==> src/scotp_pkg.sv <==
/*
 * Shared constants for the current-sense configuration and fuse program
 * command registers: offsets, field positions, reset values and encodings.
 * Assumes a 16-bit register word and a 6-bit register address from the
 * serial register interface.
 */
package scotp_pkg;

   // ****************************************
   // Register map
   // ****************************************
   localparam int unsigned REG_W = 16;
   localparam int unsigned ADDR_W = 6;
   // Sense configuration offset is a local choice of this block
   localparam logic [5:0] SENSE_CFG_ADDR = 6'h0C;
   localparam logic [5:0] FUSE_PROG_ADDR = 6'h1F;
   localparam logic [15:0] SENSE_CFG_RESET = 16'h0833;
   localparam logic [15:0] FUSE_PROG_RESET = 16'h0000;

   // ****************************************
   // Sense configuration fields
   // ****************************************
   localparam int unsigned LATCH_BIT = 8;
   localparam int unsigned MODE_BIT = 9;
   localparam int unsigned BRAKE_BIT = 10;
   localparam int unsigned TRUNC_BIT = 11;
   localparam int unsigned VREF_BIT = 12;
   localparam int unsigned NEG_BIT = 13;
   localparam int unsigned AZ_LSB = 14;
   localparam logic [7:0] LOW_FIELDS_RESET = 8'h33;

   // ****************************************
   // Fuse program fields
   // ****************************************
   localparam int unsigned TRIG_BIT = 0;
   localparam int unsigned TAG_LSB = 1;
   localparam int unsigned TAG_W = 4;

   // ****************************************
   // Encodings
   // ****************************************
   typedef enum logic [1:0] {
      AZ_INT_SYNC = 2'h0,
      AZ_OFF = 2'h1,
      AZ_EXT_SYNC = 2'h2,
      AZ_EXT_CPGATE = 2'h3
   } scotp_az_t;

   typedef enum logic [1:0] {
      TMODE_LOW_GATE_ON = 2'h0,
      TMODE_OTHER = 2'h1
   } scotp_tmode_t;

endpackage : scotp_pkg

==> src/scotp_autozero_decode.sv <==
/*
 * Decoder of the auto-zero selection field into enable, sync source and
 * charge pump clock gating. Pure combinational; fed from a register, outputs unregistered.
 */
module scotp_autozero_decode
   import scotp_pkg::*;
(
   // Selection
   input wire logic [1:0] i_sel,
   // Decoded controls
   output logic o_enable,
   output logic o_ext_sync,
   output logic o_cp_gate
);

   // ****************************************
   // Decode
   // ****************************************
   always_comb begin
      o_enable = 1'b1;
      o_ext_sync = 1'b0;
      o_cp_gate = 1'b0;
      case (i_sel)
         AZ_INT_SYNC: begin
         end
         AZ_OFF: begin
            o_enable = 1'b0;
         end
         AZ_EXT_SYNC: begin
            o_ext_sync = 1'b1;
         end
         AZ_EXT_CPGATE: begin
            o_ext_sync = 1'b1;
            o_cp_gate = 1'b1;
         end
         default: begin
            o_enable = 1'b0;
         end
      endcase
   end

endmodule : scotp_autozero_decode

==> src/scotp_regs.sv <==
/*
 * Sense configuration and fuse program command register bank. Holds the
 * upper sense fields and the fuse program register, decodes them into
 * control levels for the sense amplifiers, fault logic and fuse sequencer.
 * Assumes a register write/read port already decoded from the serial
 * interface on i_mclk, and a brake mode field supplied by the PWM
 * configuration logic on the same clock.
 */
//
// Function
// - Bit 9 selects shunt or on-resistance sensing
// - Bit 10 brakes on overcurrent, forces latching
// - Brake uses PWM configuration braking mode
// - Bit 11 disables PWM truncation only
// - Bit 12 picks internal or external reference
// - Bit 13 suppresses negative overcurrent fully
// - Bits 15:14 select auto-zero mode
// - Auto-zero 11 also gates charge pump
// - Writing bit 0 at 1F starts programming
// - Bits 4:1 hold readable user tag
// - Bits 15:5 reserved, read zero
// - Bit 8 selects latched overcurrent fault
module scotp_regs
   import scotp_pkg::*;
#(
   parameter int unsigned BRAKE_MODE_W = 2
) (
   // Clock and reset
   input wire logic i_mclk,
   input wire logic i_arst_n,
   // Register port
   input wire logic i_wr_en,
   input wire logic i_rd_en,
   input wire logic [scotp_pkg::ADDR_W-1:0] i_addr,
   input wire logic [scotp_pkg::REG_W-1:0] i_wdata,
   output logic [scotp_pkg::REG_W-1:0] o_rdata,
   output logic o_rvalid,
   // Fault, brake and timing select inputs
   input wire logic [BRAKE_MODE_W-1:0] i_pwm_brake_mode,
   input wire logic i_pos_ocp_raw,
   input wire logic i_neg_ocp_raw,
   input wire logic [1:0] i_tmode_req,
   // Sense controls
   output logic o_rdson_mode,
   output logic [1:0] o_sense_timing_select,
   output logic o_overcurrent_latch_eff,
   output logic o_overcurrent_brake_enable,
   output logic [BRAKE_MODE_W-1:0] o_brake_mode,
   output logic o_truncation_disable,
   output logic o_offset_ref_select,
   output logic o_negative_overcurrent_disable,
   output logic o_pwm_truncate,
   output logic o_ocp_fault_event,
   output logic o_autozero_enable,
   output logic o_autozero_ext_sync,
   output logic o_cp_clock_gate,
   // Fuse programming
   output logic o_fuse_program_trigger,
   output logic [scotp_pkg::TAG_W-1:0] o_user_tag
);

   // ****************************************
   // Register state
   // ****************************************
   logic [7:0] sense_hi;
   logic [7:0] next_sense_hi;
   logic [TAG_W-1:0] user_tag;
   logic [TAG_W-1:0] next_user_tag;
   logic trig;
   logic next_trig;
   logic [REG_W-1:0] rdata;
   logic [REG_W-1:0] next_rdata;
   logic rvalid;
   logic next_rvalid;
   logic wr_sense;
   logic wr_fuse;

   // Lower threshold fields belong to other logic; they read as reset here
   function automatic logic [REG_W-1:0] read_word(input logic [ADDR_W-1:0] a,
                                                  input logic [7:0] hi,
                                                  input logic [TAG_W-1:0] tag);
      logic [REG_W-1:0] w;
      w = 16'h0000;
      if (a == SENSE_CFG_ADDR) begin
         w = {hi, LOW_FIELDS_RESET};
      end else if (a == FUSE_PROG_ADDR) begin
         w[TAG_LSB +: TAG_W] = tag;
      end
      return w;
   endfunction : read_word

   assign wr_sense = i_wr_en && (i_addr == SENSE_CFG_ADDR);
   assign wr_fuse = i_wr_en && (i_addr == FUSE_PROG_ADDR);

   always_comb begin
      next_sense_hi = sense_hi;
      next_user_tag = user_tag;
      next_trig = 1'b0;
      next_rvalid = i_rd_en;
      next_rdata = rdata;
      if (wr_sense) begin
         next_sense_hi = i_wdata[REG_W-1:8];
      end
      if (wr_fuse) begin
         next_user_tag = i_wdata[TAG_LSB +: TAG_W];
         next_trig = i_wdata[TRIG_BIT];
      end
      if (i_rd_en) begin
         next_rdata = read_word(i_addr, sense_hi, user_tag);
      end
   end

   always_ff @(posedge i_mclk or negedge i_arst_n) begin
      if (!i_arst_n) begin
         sense_hi <= SENSE_CFG_RESET[REG_W-1:8];
         user_tag <= FUSE_PROG_RESET[TAG_LSB +: TAG_W];
         trig <= 1'b0;
         rdata <= 16'h0000;
         rvalid <= 1'b0;
      end else begin
         sense_hi <= next_sense_hi;
         user_tag <= next_user_tag;
         trig <= next_trig;
         rdata <= next_rdata;
         rvalid <= next_rvalid;
      end
   end

   // ****************************************
   // Field decode
   // ****************************************
   logic f_latch;
   logic f_mode;
   logic f_brake;
   logic f_trunc;
   logic f_vref;
   logic f_neg;

   assign f_latch = sense_hi[LATCH_BIT-8];
   assign f_mode = sense_hi[MODE_BIT-8];
   assign f_brake = sense_hi[BRAKE_BIT-8];
   assign f_trunc = sense_hi[TRUNC_BIT-8];
   assign f_vref = sense_hi[VREF_BIT-8];
   assign f_neg = sense_hi[NEG_BIT-8];

   scotp_autozero_decode u_az (
      .i_sel(sense_hi[AZ_LSB-8 +: 2]),
      .o_enable(o_autozero_enable),
      .o_ext_sync(o_autozero_ext_sync),
      .o_cp_gate(o_cp_clock_gate)
   );

   // ****************************************
   // Overcurrent path
   // ****************************************
   // Raw comparator outputs are asynchronous to i_mclk; two stages each
   logic [1:0] pos_sync;
   logic [1:0] neg_sync;
   logic [1:0] next_pos_sync;
   logic [1:0] next_neg_sync;
   logic neg_ocp;
   logic any_ocp;

   always_comb begin
      next_pos_sync = {pos_sync[0], i_pos_ocp_raw};
      next_neg_sync = {neg_sync[0], i_neg_ocp_raw};
   end

   always_ff @(posedge i_mclk or negedge i_arst_n) begin
      if (!i_arst_n) begin
         pos_sync <= 2'h0;
         neg_sync <= 2'h0;
      end else begin
         pos_sync <= next_pos_sync;
         neg_sync <= next_neg_sync;
      end
   end

   assign neg_ocp = neg_sync[1] && !f_neg;
   assign any_ocp = pos_sync[1] || neg_ocp;

   // ****************************************
   // Registered outputs
   // ****************************************
   logic [1:0] tmode;
   logic [1:0] next_tmode;
   logic trunc_out;
   logic next_trunc_out;
   logic fault_out;
   logic next_fault_out;
   logic [BRAKE_MODE_W-1:0] bmode;
   logic [BRAKE_MODE_W-1:0] next_bmode;

   always_comb begin
      // On-resistance sensing only works while the low gate conducts
      next_tmode = f_mode ? TMODE_LOW_GATE_ON : i_tmode_req;
      next_trunc_out = any_ocp && !f_trunc;
      // Fault reporting does not depend on truncation setting
      next_fault_out = any_ocp;
      next_bmode = f_brake ? i_pwm_brake_mode : bmode;
   end

   always_ff @(posedge i_mclk or negedge i_arst_n) begin
      if (!i_arst_n) begin
         tmode <= TMODE_LOW_GATE_ON;
         trunc_out <= 1'b0;
         fault_out <= 1'b0;
         bmode <= '0;
      end else begin
         tmode <= next_tmode;
         trunc_out <= next_trunc_out;
         fault_out <= next_fault_out;
         bmode <= next_bmode;
      end
   end

   assign o_rdson_mode = f_mode;
   assign o_sense_timing_select = tmode;
   assign o_overcurrent_brake_enable = f_brake;
   assign o_overcurrent_latch_eff = f_latch || f_brake;
   assign o_brake_mode = bmode;
   assign o_truncation_disable = f_trunc;
   assign o_offset_ref_select = f_vref;
   assign o_negative_overcurrent_disable = f_neg;
   assign o_pwm_truncate = trunc_out;
   assign o_ocp_fault_event = fault_out;
   assign o_fuse_program_trigger = trig;
   assign o_user_tag = user_tag;
   assign o_rdata = rdata;
   assign o_rvalid = rvalid;

endmodule : scotp_regs

==> config.mk <==
export PLATFORM = sky130hd
export DESIGN_NAME = scotp_regs
export DESIGN_NICKNAME = d
export VERILOG_FILES = /design/src/scotp_pkg.sv /design/src/scotp_autozero_decode.sv /design/src/scotp_regs.sv
export SDC_FILE = /design/constraint.sdc
export NUM_CORES = 1
export LEC_CHECK = 0
export ABC_AREA = 1
export BUFFER_PORTS_ARGS = -buffer_cell sky130_fd_sc_hd__buf_2
export CORE_MARGIN = 2
export CORE_UTILIZATION = 46
export CTS_CLUSTER_DIAMETER = 50
export CTS_CLUSTER_SIZE = 24
export DETAILED_ROUTE_END_ITERATION = 12
export PLACE_DENSITY = 0.78
export RECOVER_POWER = 50
export SLEW_MARGIN = 25
export SYNTH_ARGS = -nofsm -noshare
export SYNTH_HDL_FRONTEND = slang
export SYNTH_HIERARCHICAL = 1
export SYNTH_SLANG_ARGS = --single-unit
==> constraint.sdc <==
create_clock -name i_mclk -period 1.03 [get_ports i_mclk]
set_input_delay 0 -clock i_mclk [delete_from_list [all_inputs] [get_ports i_mclk]]
set_output_delay 0 -clock i_mclk [all_outputs]
set_load 0.03 [all_outputs]
-- Word level (Yosys, flattened, before mapping)
Index checks and enable logic that the tools add are counted.
- register bits after elaboration: 40
- bits of input ports: 32
- output and inout bits: 37
- equality and inequality tests: 5
- reductions and logical operators: 9
- muxes and demuxes: 9
- operator list (kind ; number):
    two-way mux 11 bit ; 1
    two-way mux 4 bit ; 2
    equality test 6 x 4 -> 1 bit (second input constant) ; 1
    equality test 6 x 5 -> 1 bit (second input constant) ; 1
    two-way mux 1 bit ; 5
    equality test 2 bit (second input constant) ; 2
    logical AND 1 bit ; 4
    equality test 2 x 1 -> 1 bit (second input constant) ; 1
    logical NOT 1 bit ; 2
    logical OR 1 bit ; 2
    two-way mux 2 bit ; 1
    OR reduction 2 bit ; 1

-- Logic depth before layout (Yosys ltp)
Gate-level depths: netlist (run 1).
- word-level depth: 4
- gate-level depth with buffers: 6
- mapped depth without buffers: 5

-- Hierarchy
The synthesis (run 1) kept the hierarchy.
- by module, submodules not included (module ; instances ; area an instance (um^2) ; cells each ; sequential area each (um^2)):
    scotp_regs ; 1 ; 1555.2 ; 152 ; 927.1
    scotp_autozero_decode ; 1 ; 18.8 ; 5 ; 0.0

-- Least setup slack after synthesis (run 1)
OpenSTA, ideal clock, no wires.
- path kind: flip-flop to flip-flop
- start point: reg sense_hi[2]
- end point: reg bmode[0], in the netlist o_brake_mode[0]
- data required time: 0.905 ns
- clock period less this slack: 1.043 ns
- data arrival time: 0.918 ns
- cell stages (with the launch flop): 2
- setup time: 0.125 ns
- path slack: -0.013 ns
- buffers on the path: 0
- cells stage by stage: dfrtp_1 mux2_2
- RTL lines (item ; RTL line ; RTL):
    start: declaration ; scotp_regs.sv:65 ; logic [7:0] sense_hi;
    start signal: assignment ; scotp_regs.sv:115 ; sense_hi <= SENSE_CFG_RESET[REG_W-1:8];
    start signal: assignment ; scotp_regs.sv:121 ; sense_hi <= next_sense_hi;
    end signal: assignment ; scotp_regs.sv:213 ; bmode <= next_bmode;
    end: declaration ; scotp_regs.sv:191 ; logic [BRAKE_MODE_W-1:0] bmode;
No word-level cell between the ends.

-- Final worst setup path (run 1)
- start point: reg sense_hi[2]
- end point: out o_overcurrent_latch_eff
- longest elaborated chain between the ends: 1
- RTL lines (item ; RTL line ; RTL):
    logical OR 1 bit ; scotp_regs.sv:220 ; assign o_overcurrent_latch_eff = f_latch || f_brake;
    end: declaration ; scotp_regs.sv:46 ; output logic o_overcurrent_latch_eff,
No other way between the ends.

==> results of run 1 <==
-- worst reg2reg max path: cells and delay by family, from the launching register on --
kind     cells  cell delay, ns
flops        1            0.39
buf+inv      1            0.12
mux          1            0.34
-- final cells by class --
class	instances	share of cell area
clock buffer	8	0.0217
inverter	12	0.0201
tap	46	0.0256
multi-input combinational	100	0.240
sequential	37	0.414
timing repair buffer	93	0.279
-- repair_timing --
item | CTS | global route
hold buffers | 21 | 0
endpoints found under the setup margin | 4 | 6
setup buffers | 4 | 0
endpoints found under the hold margin | 59 | 0
pin swaps | 0 | 1
resized for setup | 10 | 4
-- where the power goes --
| group | total (mW) | leakage [nW] | switching (mW) | internal (mW) |
|---|---|---|---|---|
| logic | 0.860 | 0.765 | 0.530 | 0.330 |
| clock network | 0.713 | 0.0265 | 0.441 | 0.272 |
| registers | 1.67 | 0.477 | 0.0877 | 1.58 |
| total | 3.24 | 1.27 | 1.06 | 2.18 |
-- metrics by stage --
step | util | cells | hold WS (ns) | setup WS, ns
2_1_floorplan | - | 158 | -0.296 | 0.0898
3_3_place_gp | 0.580 | 263 | -0.0681 | 0.166
3_5_place_dp | 0.580 | 263 | -0.0687 | 0.161
4_1_cts | 0.676 | 296 | 0.00216 | -0.0908
5_1_grt | 0.678 | 296 | 0.0103 | -0.142
6_report | 0.678 | 296 | 0.00138 | -0.101
-- synth_stat cells, drive strengths merged --
cell and instances:
a21oi 1, buf 8, clkbuf 1, conb 1
dfrtp 36, dfstp 1, inv 12, mux2 2
nand2 57, nand3 4, nand3b 2, nand4 23
nor2 8, or2 1
-- worst min path at each step --
stage               from                      end  slack, ns  cells after the start
3_5_place_dp    i_arst_n  o_rdata[14]$_DFFE_PN0P_      -0.07                      1
2_1_floorplan   i_arst_n    neg_sync[0]$_DFF_PN0_      -0.30                      0
3_3_place_gp    i_arst_n  o_rdata[14]$_DFFE_PN0P_      -0.07                      1
4_1_cts        i_addr[4]   o_rdata[9]$_DFFE_PN0P_      0.002                      4
6_report       i_addr[4]   o_rdata[9]$_DFFE_PN0P_      0.001                      4
5_1_grt        i_addr[4]  sense_hi[0]$_DFFE_PN0P_       0.01                      4
-- state kept, by name (all words and copies together) (netlist names) --
register                count
pos_sync                    2
o_user_tag                  4
o_pwm_truncate              1
sense_hi                    8
o_sense_timing_select       2
o_fuse_program_trigger      1
o_rdata                    13
o_ocp_fault_event           1
o_rvalid                    1
neg_sync                    2
o_brake_mode                2
-- routing by layer --
metal  part of all wire  wire [µm]  GRT usage
met1               0.40       1570      0.250
met2               0.53       2080      0.398
met3              0.042        163     0.0468
met4              0.024         95     0.0861
met5                  0          0          0
-- cells by family (layout without fill, tap and decap cells) --
kind of cell / after synthesis / count (layout) / synth area share
AOI/OAI and AO/OA: 1 / 1 / 0.00318
buffers and inverters: 21 / 113 / 0.0731
DFF: 37 / 37 / 0.589
muxes: 2 / 2 / 0.0143
other: 1 / 2 / 0.00238
and+or+nand+nor: 95 / 95 / 0.318
==> summary.md, run 1 <==
| Metric | Value |
|---|---|
| Post-Syn Instances | `157` |
| Worst Skew | `0.00758 ns` |
| DRC viols | `0` |
| Crit path launch type | `register` |
| Worst Slack Setup Final | `-0.101 ns` |
| Worst reg2reg path endpoint | `o_brake_mode[0]$_DFFE_PN0P_` |
| Mapped cell area | `1570 µm²` |
| H-tree Lvls | `2` |
| Crit path largest cell delay | `0.43 ns` |
| Placer Congestion | `0.714` |
| CTS tree | `built` |
| Die Y-Extent | `62.5 µm` |
| Placement Cell Area | `1920 µm²` |
| Synth Register Bits | `37` |
| Buf/Inv on CP | `1` |
| Slew HR | `0.414` |
| Largest delay share family, worst path | `flip-flops` |
| CP Class | `reg2out` |
| Clock transition at path regs | `0.10 ns` |
| YS warnings | `6` |
| Routed vias/inst | `4.90` |
| Port Buffers | `63` |
| Register area | `930 µm²` |
| # fillers | `270` |
| Post-DP HPWL | `2.56 mm` |
| Setup crit end | `o_overcurrent_latch_eff` |
| WP data arrival | `1.13 ns` |
| Initial antenna violation count | `0` |
| Hold Fails Final Rpt | `0` |
| Design area | `2240 µm²` |
| Synth top area share | `0.572` |
| Final Power | `3.24 mW` |
| R2R cell count | `2` |
| CTS Sinks | `37` |
| Diodes inserted | `0` |
| Final ANT Viol Nets | `0` |
| First-pass GRT wire length | `6.67 mm` |
| Vias in the first global route | `1,455` |
| GR Overflow Total | `0` |
| Largest cells by area after synthesis | `dfrtp_1, nand2_1, nand4_1` |
| Pwr/cell area | `1440 nW/µm²` |
| Crit. End Element | `output port` |
| Slew Limit Fails | `0` |
| Die area | `3910 µm²` |
| Min-Delay Path Class | `in2reg` |
| Setup TNS | `-0.101 ns` |
| Cell accounting for the most synthesized area | `dfrtp_1` |
| Commonest non-fill, non-tap cell in the layout | `buf_2` |
| Min cycle time layout | `1.13 ns` |
| Final worst-path cycle share | `1.10` |
| Io pins | `69` |
| Cell variety after synth | `21` |
| Req. time, crit path | `1.03 ns` |
| Levels on crit path | `2` |
| Root cell of the clock tree | `clkbuf_4` |
| Iteration-0 DRC Markers | `58` |
| Max FO, Critical Path | `2` |
| Mapped Avg Cell Area | `10.0 µm²` |
| Core area | `3310 µm²` |
| Crit path from | `sense_hi[2]$_DFFE_PN0P_` |
| Row Count | `21` |
| Reported max-cap violation count | `0` |
| Final nets | `281` |
| Commonest non-fill, non-tap cells in the layout | `buf_2, nand2_1, dfrtp_1, nand4_1, dlygate4sd3_1` |
| Vias | `1,451` |
| Final setup fails | `1` |
| Outcome | `finished, violations left` |
| P&R area growth vs syn | `42.6%` |
| Clk_lat worst skew | `0.33 ns` |
| CTS max path bufs | `2` |
| Flop2flop setup slack | `0.07 ns` |
| Max Fclk | `884 MHz` |
| Drt wl/cell | `13.2 µm` |
| Overall Global Routing Usage | `0.219` |
| Initial Utilization | `0.475` |
| Detailed Routing Iterations Pass 1 | `4` |
| Failing checks | `negative setup slack` |
| CTS buffer count | `5` |
| Post-Route WL | `3.90 mm` |
| Seq/Total Area, Yosys | `0.589` |
| Die width | `62.5 µm` |
| Unrepaired setup endpoints after global routing | `yes` |
| CP max stage cell | `dfrtp_2` |
| Layout cell share with drive strength beyond 1 | `0.360` |
| Worst vdd ir | `588 µV` |
| Crit-path cells | `or2_4 > buf_6` |
| Worst Tran Pin Value | `0.879 ns` |
| Multi-input logic area | `538 µm²` |
| Leakage | `1.27 nW` |
| Reg2reg start | `sense_hi[2]$_DFFE_PN0P_` |
| Largest net degree at the start of global routing | `18` |
Power figures use the tool's default switching activity.
==> run 2: changes to the inputs <==
- ABC_CLOCK_PERIOD_IN_PS: unset -> 1030
- CORE_MARGIN: 2 -> 3
- SKIP_LAST_GASP: unset -> 1
==> run 2 against run 1 <==
The run still ends with negative setup slack left. Wire length is 1.9% higher. Worst setup slack better by 0.0018 ns. Sequential power hardly changed. Critical path depth stayed put. Total power is 17% higher. Hold slack better by 0.036 ns. Clock skew is 0.00078 ns higher. Non-clock buffer count is 7 higher. Maximum frequency is 0.16% higher. Final cell count is 1.7% higher. Global-route usage is 1.4 points lower. Design area is 4.3% higher. Critical path type unchanged.
==> summary.md, run 2 (synthesis gave the netlist of run 1 again) <==
| Metric | Value |
|---|---|
| Port Buffers | `63 (unchanged)` |
| Die width | `64.5 µm (was 62.5 µm)` |
| Die Y-Extent | `64.5 µm (was 62.5 µm)` |
| Commonest non-fill, non-tap cell in the layout | `buf_2 (unchanged)` |
| Clock transition at path regs | `0.11 ns (was 0.10 ns)` |
| Slew Limit Fails | `0 (unchanged)` |
| Max FO, Critical Path | `2 (unchanged)` |
| Layer with the highest usage | `met2 (unchanged)` |
| Slew HR | `0.413 (was 0.414)` |
| Worst reg2reg path endpoint | `o_brake_mode[0]$_DFFE_PN0P_ (unchanged)` |
| Final ANT Viol Nets | `0 (unchanged)` |
| Initial Utilization | `0.499 (was 0.475)` |
| Root cell of the clock tree | `clkbuf_4 (unchanged)` |
| Design area | `2340 µm² (was 2240 µm²)` |
| DRC viols | `0 (unchanged)` |
| CP Class | `reg2out (unchanged)` |
| Number of flip-flops in the largest register | `13 (unchanged)` |
| Setup crit end | `o_overcurrent_latch_eff (unchanged)` |
| Placement Cell Area | `1920 µm² (about the same)` |
| Dpl ws | `0.158 ns (was 0.161 ns)` |
| Crit path from | `sense_hi[2]$_DFFE_PN0P_ (unchanged)` |
| Min cycle time layout | `1.13 ns (about the same)` |
| Detailed Routing Iterations Pass 1 | `4 (unchanged)` |
| CTS tree | `built (unchanged)` |
| Routed vias/inst | `4.80 (was 4.90)` |
| Final worst-path cycle share | `1.10 (about the same)` |
| R2R cell count | `2 (unchanged)` |
| Req. time, crit path | `1.03 ns (about the same)` |
| WP data arrival | `1.13 ns (about the same)` |
| CTS buffer count | `5 (unchanged)` |
| Core area | `3150 µm² (was 3310 µm²)` |
| # fillers | `228 (was 270)` |
| Outcome | `finished, violations left (unchanged)` |
| Row Count | `20 (was 21)` |
| Crit path launch type | `register (unchanged)` |
| Pwr/cell area | `1620 nW/µm² (was 1440 nW/µm²)` |
| Vias in the first global route | `1,453 (was 1,455)` |
| Clk_lat worst skew | `0.35 ns (was 0.33 ns)` |
| Io pins | `69 (unchanged)` |
| Worst Skew | `0.00836 ns (was 0.00758 ns)` |
| Placer Congestion | `0.743 (was 0.714)` |
| Layout cell share with drive strength beyond 1 | `0.377 (was 0.360)` |
| Diodes inserted | `0 (unchanged)` |
| Final Power | `3.80 mW (was 3.24 mW)` |
| Post-Route WL | `3.98 mm (was 3.90 mm)` |
| Setup TNS | `-0.227 ns (was -0.101 ns)` |
| Commonest non-fill, non-tap cells in the layout | `buf_2, nand2_1, dfrtp_1, dlygate4sd3_1, nand4_1 (was buf_2, nand2_1, dfrtp_1, nand4_1, dlygate4sd3_1)` |
| P&R area growth vs syn | `48.8% (was 42.6%)` |
| Final nets | `288 (was 281)` |
| Reg2reg start | `sense_hi[2]$_DFFE_PN0P_ (unchanged)` |
| Leakage | `1.34 nW (was 1.27 nW)` |
| Largest net degree at the start of global routing | `38 (was 18)` |
| GR Overflow Total | `0 (unchanged)` |
| Overall Global Routing Usage | `0.205 (was 0.219)` |
| Min-Delay Path Class | `in2reg (unchanged)` |
| Drt wl/cell | `13.2 µm (about the same)` |
| Final setup fails | `8 (was 1)` |
| Worst vdd ir | `946 µV (was 588 µV)` |
| Post-DP HPWL | `2.43 mm (was 2.56 mm)` |
| Met3 usage in global routing | `0.0537 (was 0.0468)` |
| Initial antenna violation count | `0 (unchanged)` |
| Die area | `4160 µm² (was 3910 µm²)` |
| Iteration-0 DRC Markers | `77 (was 58)` |
| Failing checks | `negative setup slack (unchanged)` |
| Max Fclk | `885 MHz (was 884 MHz)` |
| Hold Fails Final Rpt | `0 (unchanged)` |
| Crit. End Element | `output port (unchanged)` |
| GR met1 Demand/Resource | `0.256 (was 0.250)` |
| CTS Sinks | `37 (unchanged)` |
| Register area | `928 µm² (was 930 µm²)` |
| First-pass GRT wire length | `6.60 mm (was 6.67 mm)` |
| Util after Layout | `0.743 (was 0.678)` |
| Worst Tran Pin Value | `0.880 ns (was 0.879 ns)` |
| H-tree Lvls | `2 (unchanged)` |
| Grt met2 use | `0.351 (was 0.398)` |
| Multi-input logic area | `528 µm² (was 538 µm²)` |
| Reported max-cap violation count | `0 (unchanged)` |
| Worst Slack Setup Final | `-0.0994 ns (was -0.101 ns)` |
| Unrepaired setup endpoints after global routing | `yes (unchanged)` |
| Vias | `1,446 (was 1,451)` |
| CTS max path bufs | `2 (unchanged)` |
| Flop2flop setup slack | `0.08 ns (was 0.07 ns)` |
-- run 2: power by group --
| group | switching [mW] | total (mW) | internal [mW] |
|---|---|---|---|
| logic | 0.535 | 0.898 | 0.363 |
| registers | 0.0789 | 1.66 | 1.58 |
| clock network | 0.487 | 1.24 | 0.751 |
| total | 1.10 | 3.80 | 2.70 |
-- run 2: worst min path at each step --
stage	start	end	slack, ns	cells after the start
after CTS	i_addr[5]	o_rdata[3]$_DFFE_PN0P_	0.02	4
after floorplan	i_arst_n	neg_sync[0]$_DFF_PN0_	-0.30	0
final	i_addr[5]	o_rdata[2]$_DFFE_PN0P_	0.04	4
after detailed placement	i_arst_n	o_sense_timing_select[1]$_DFF_PN0_	-0.02	2
after global placement	i_arst_n	o_rdata[9]$_DFFE_PN0P_	-0.02	2
after global routing	i_addr[5]	o_user_tag[0]$_DFFE_PN0P_	0.05	4
-- run 2: per-stage QoR --
stage | std cells | hold WS, ns
6_report | 301 | 0.0375
5_1_grt | 301 | 0.0461
4_1_cts | 297 | 0.0150
3_5_place_dp | 260 | -0.0247
3_3_place_gp | 260 | -0.0234
2_1_floorplan | 158 | -0.296
-- run 2: area by class of cell --
class / count / share of cell area
Clock buffer: 5 / 0.0160
Clock inverter: 3 / 0.0278
Inverter: 12 / 0.0192
Multi-Input combinational cell: 100 / 0.225
Sequential cell: 37 / 0.396
Tap cell: 44 / 0.0235
Timing Repair Buffer: 100 / 0.292
-- run 2: metal layers --
layer  wire (µm)  part of all wire
met1        1690              0.43
met4          51             0.013
met2        1960              0.49
met3         268             0.067
met5           0                 0
-- run 2: timing repair --
item	in CTS	in global routing
setup endpoints to repair	4	8
resized for setup	9	8
buffers inserted	5	4
hold buffers	24	0
endpoints found under the hold margin	59	0
pin swaps	0	0
gates cloned	0	0
-- run 2: critical path, cell delays in order, from the launching register on --
cell and delay [ns]:
dfrtp_2 0.42, or2_4 0.23, buf_6 0.14
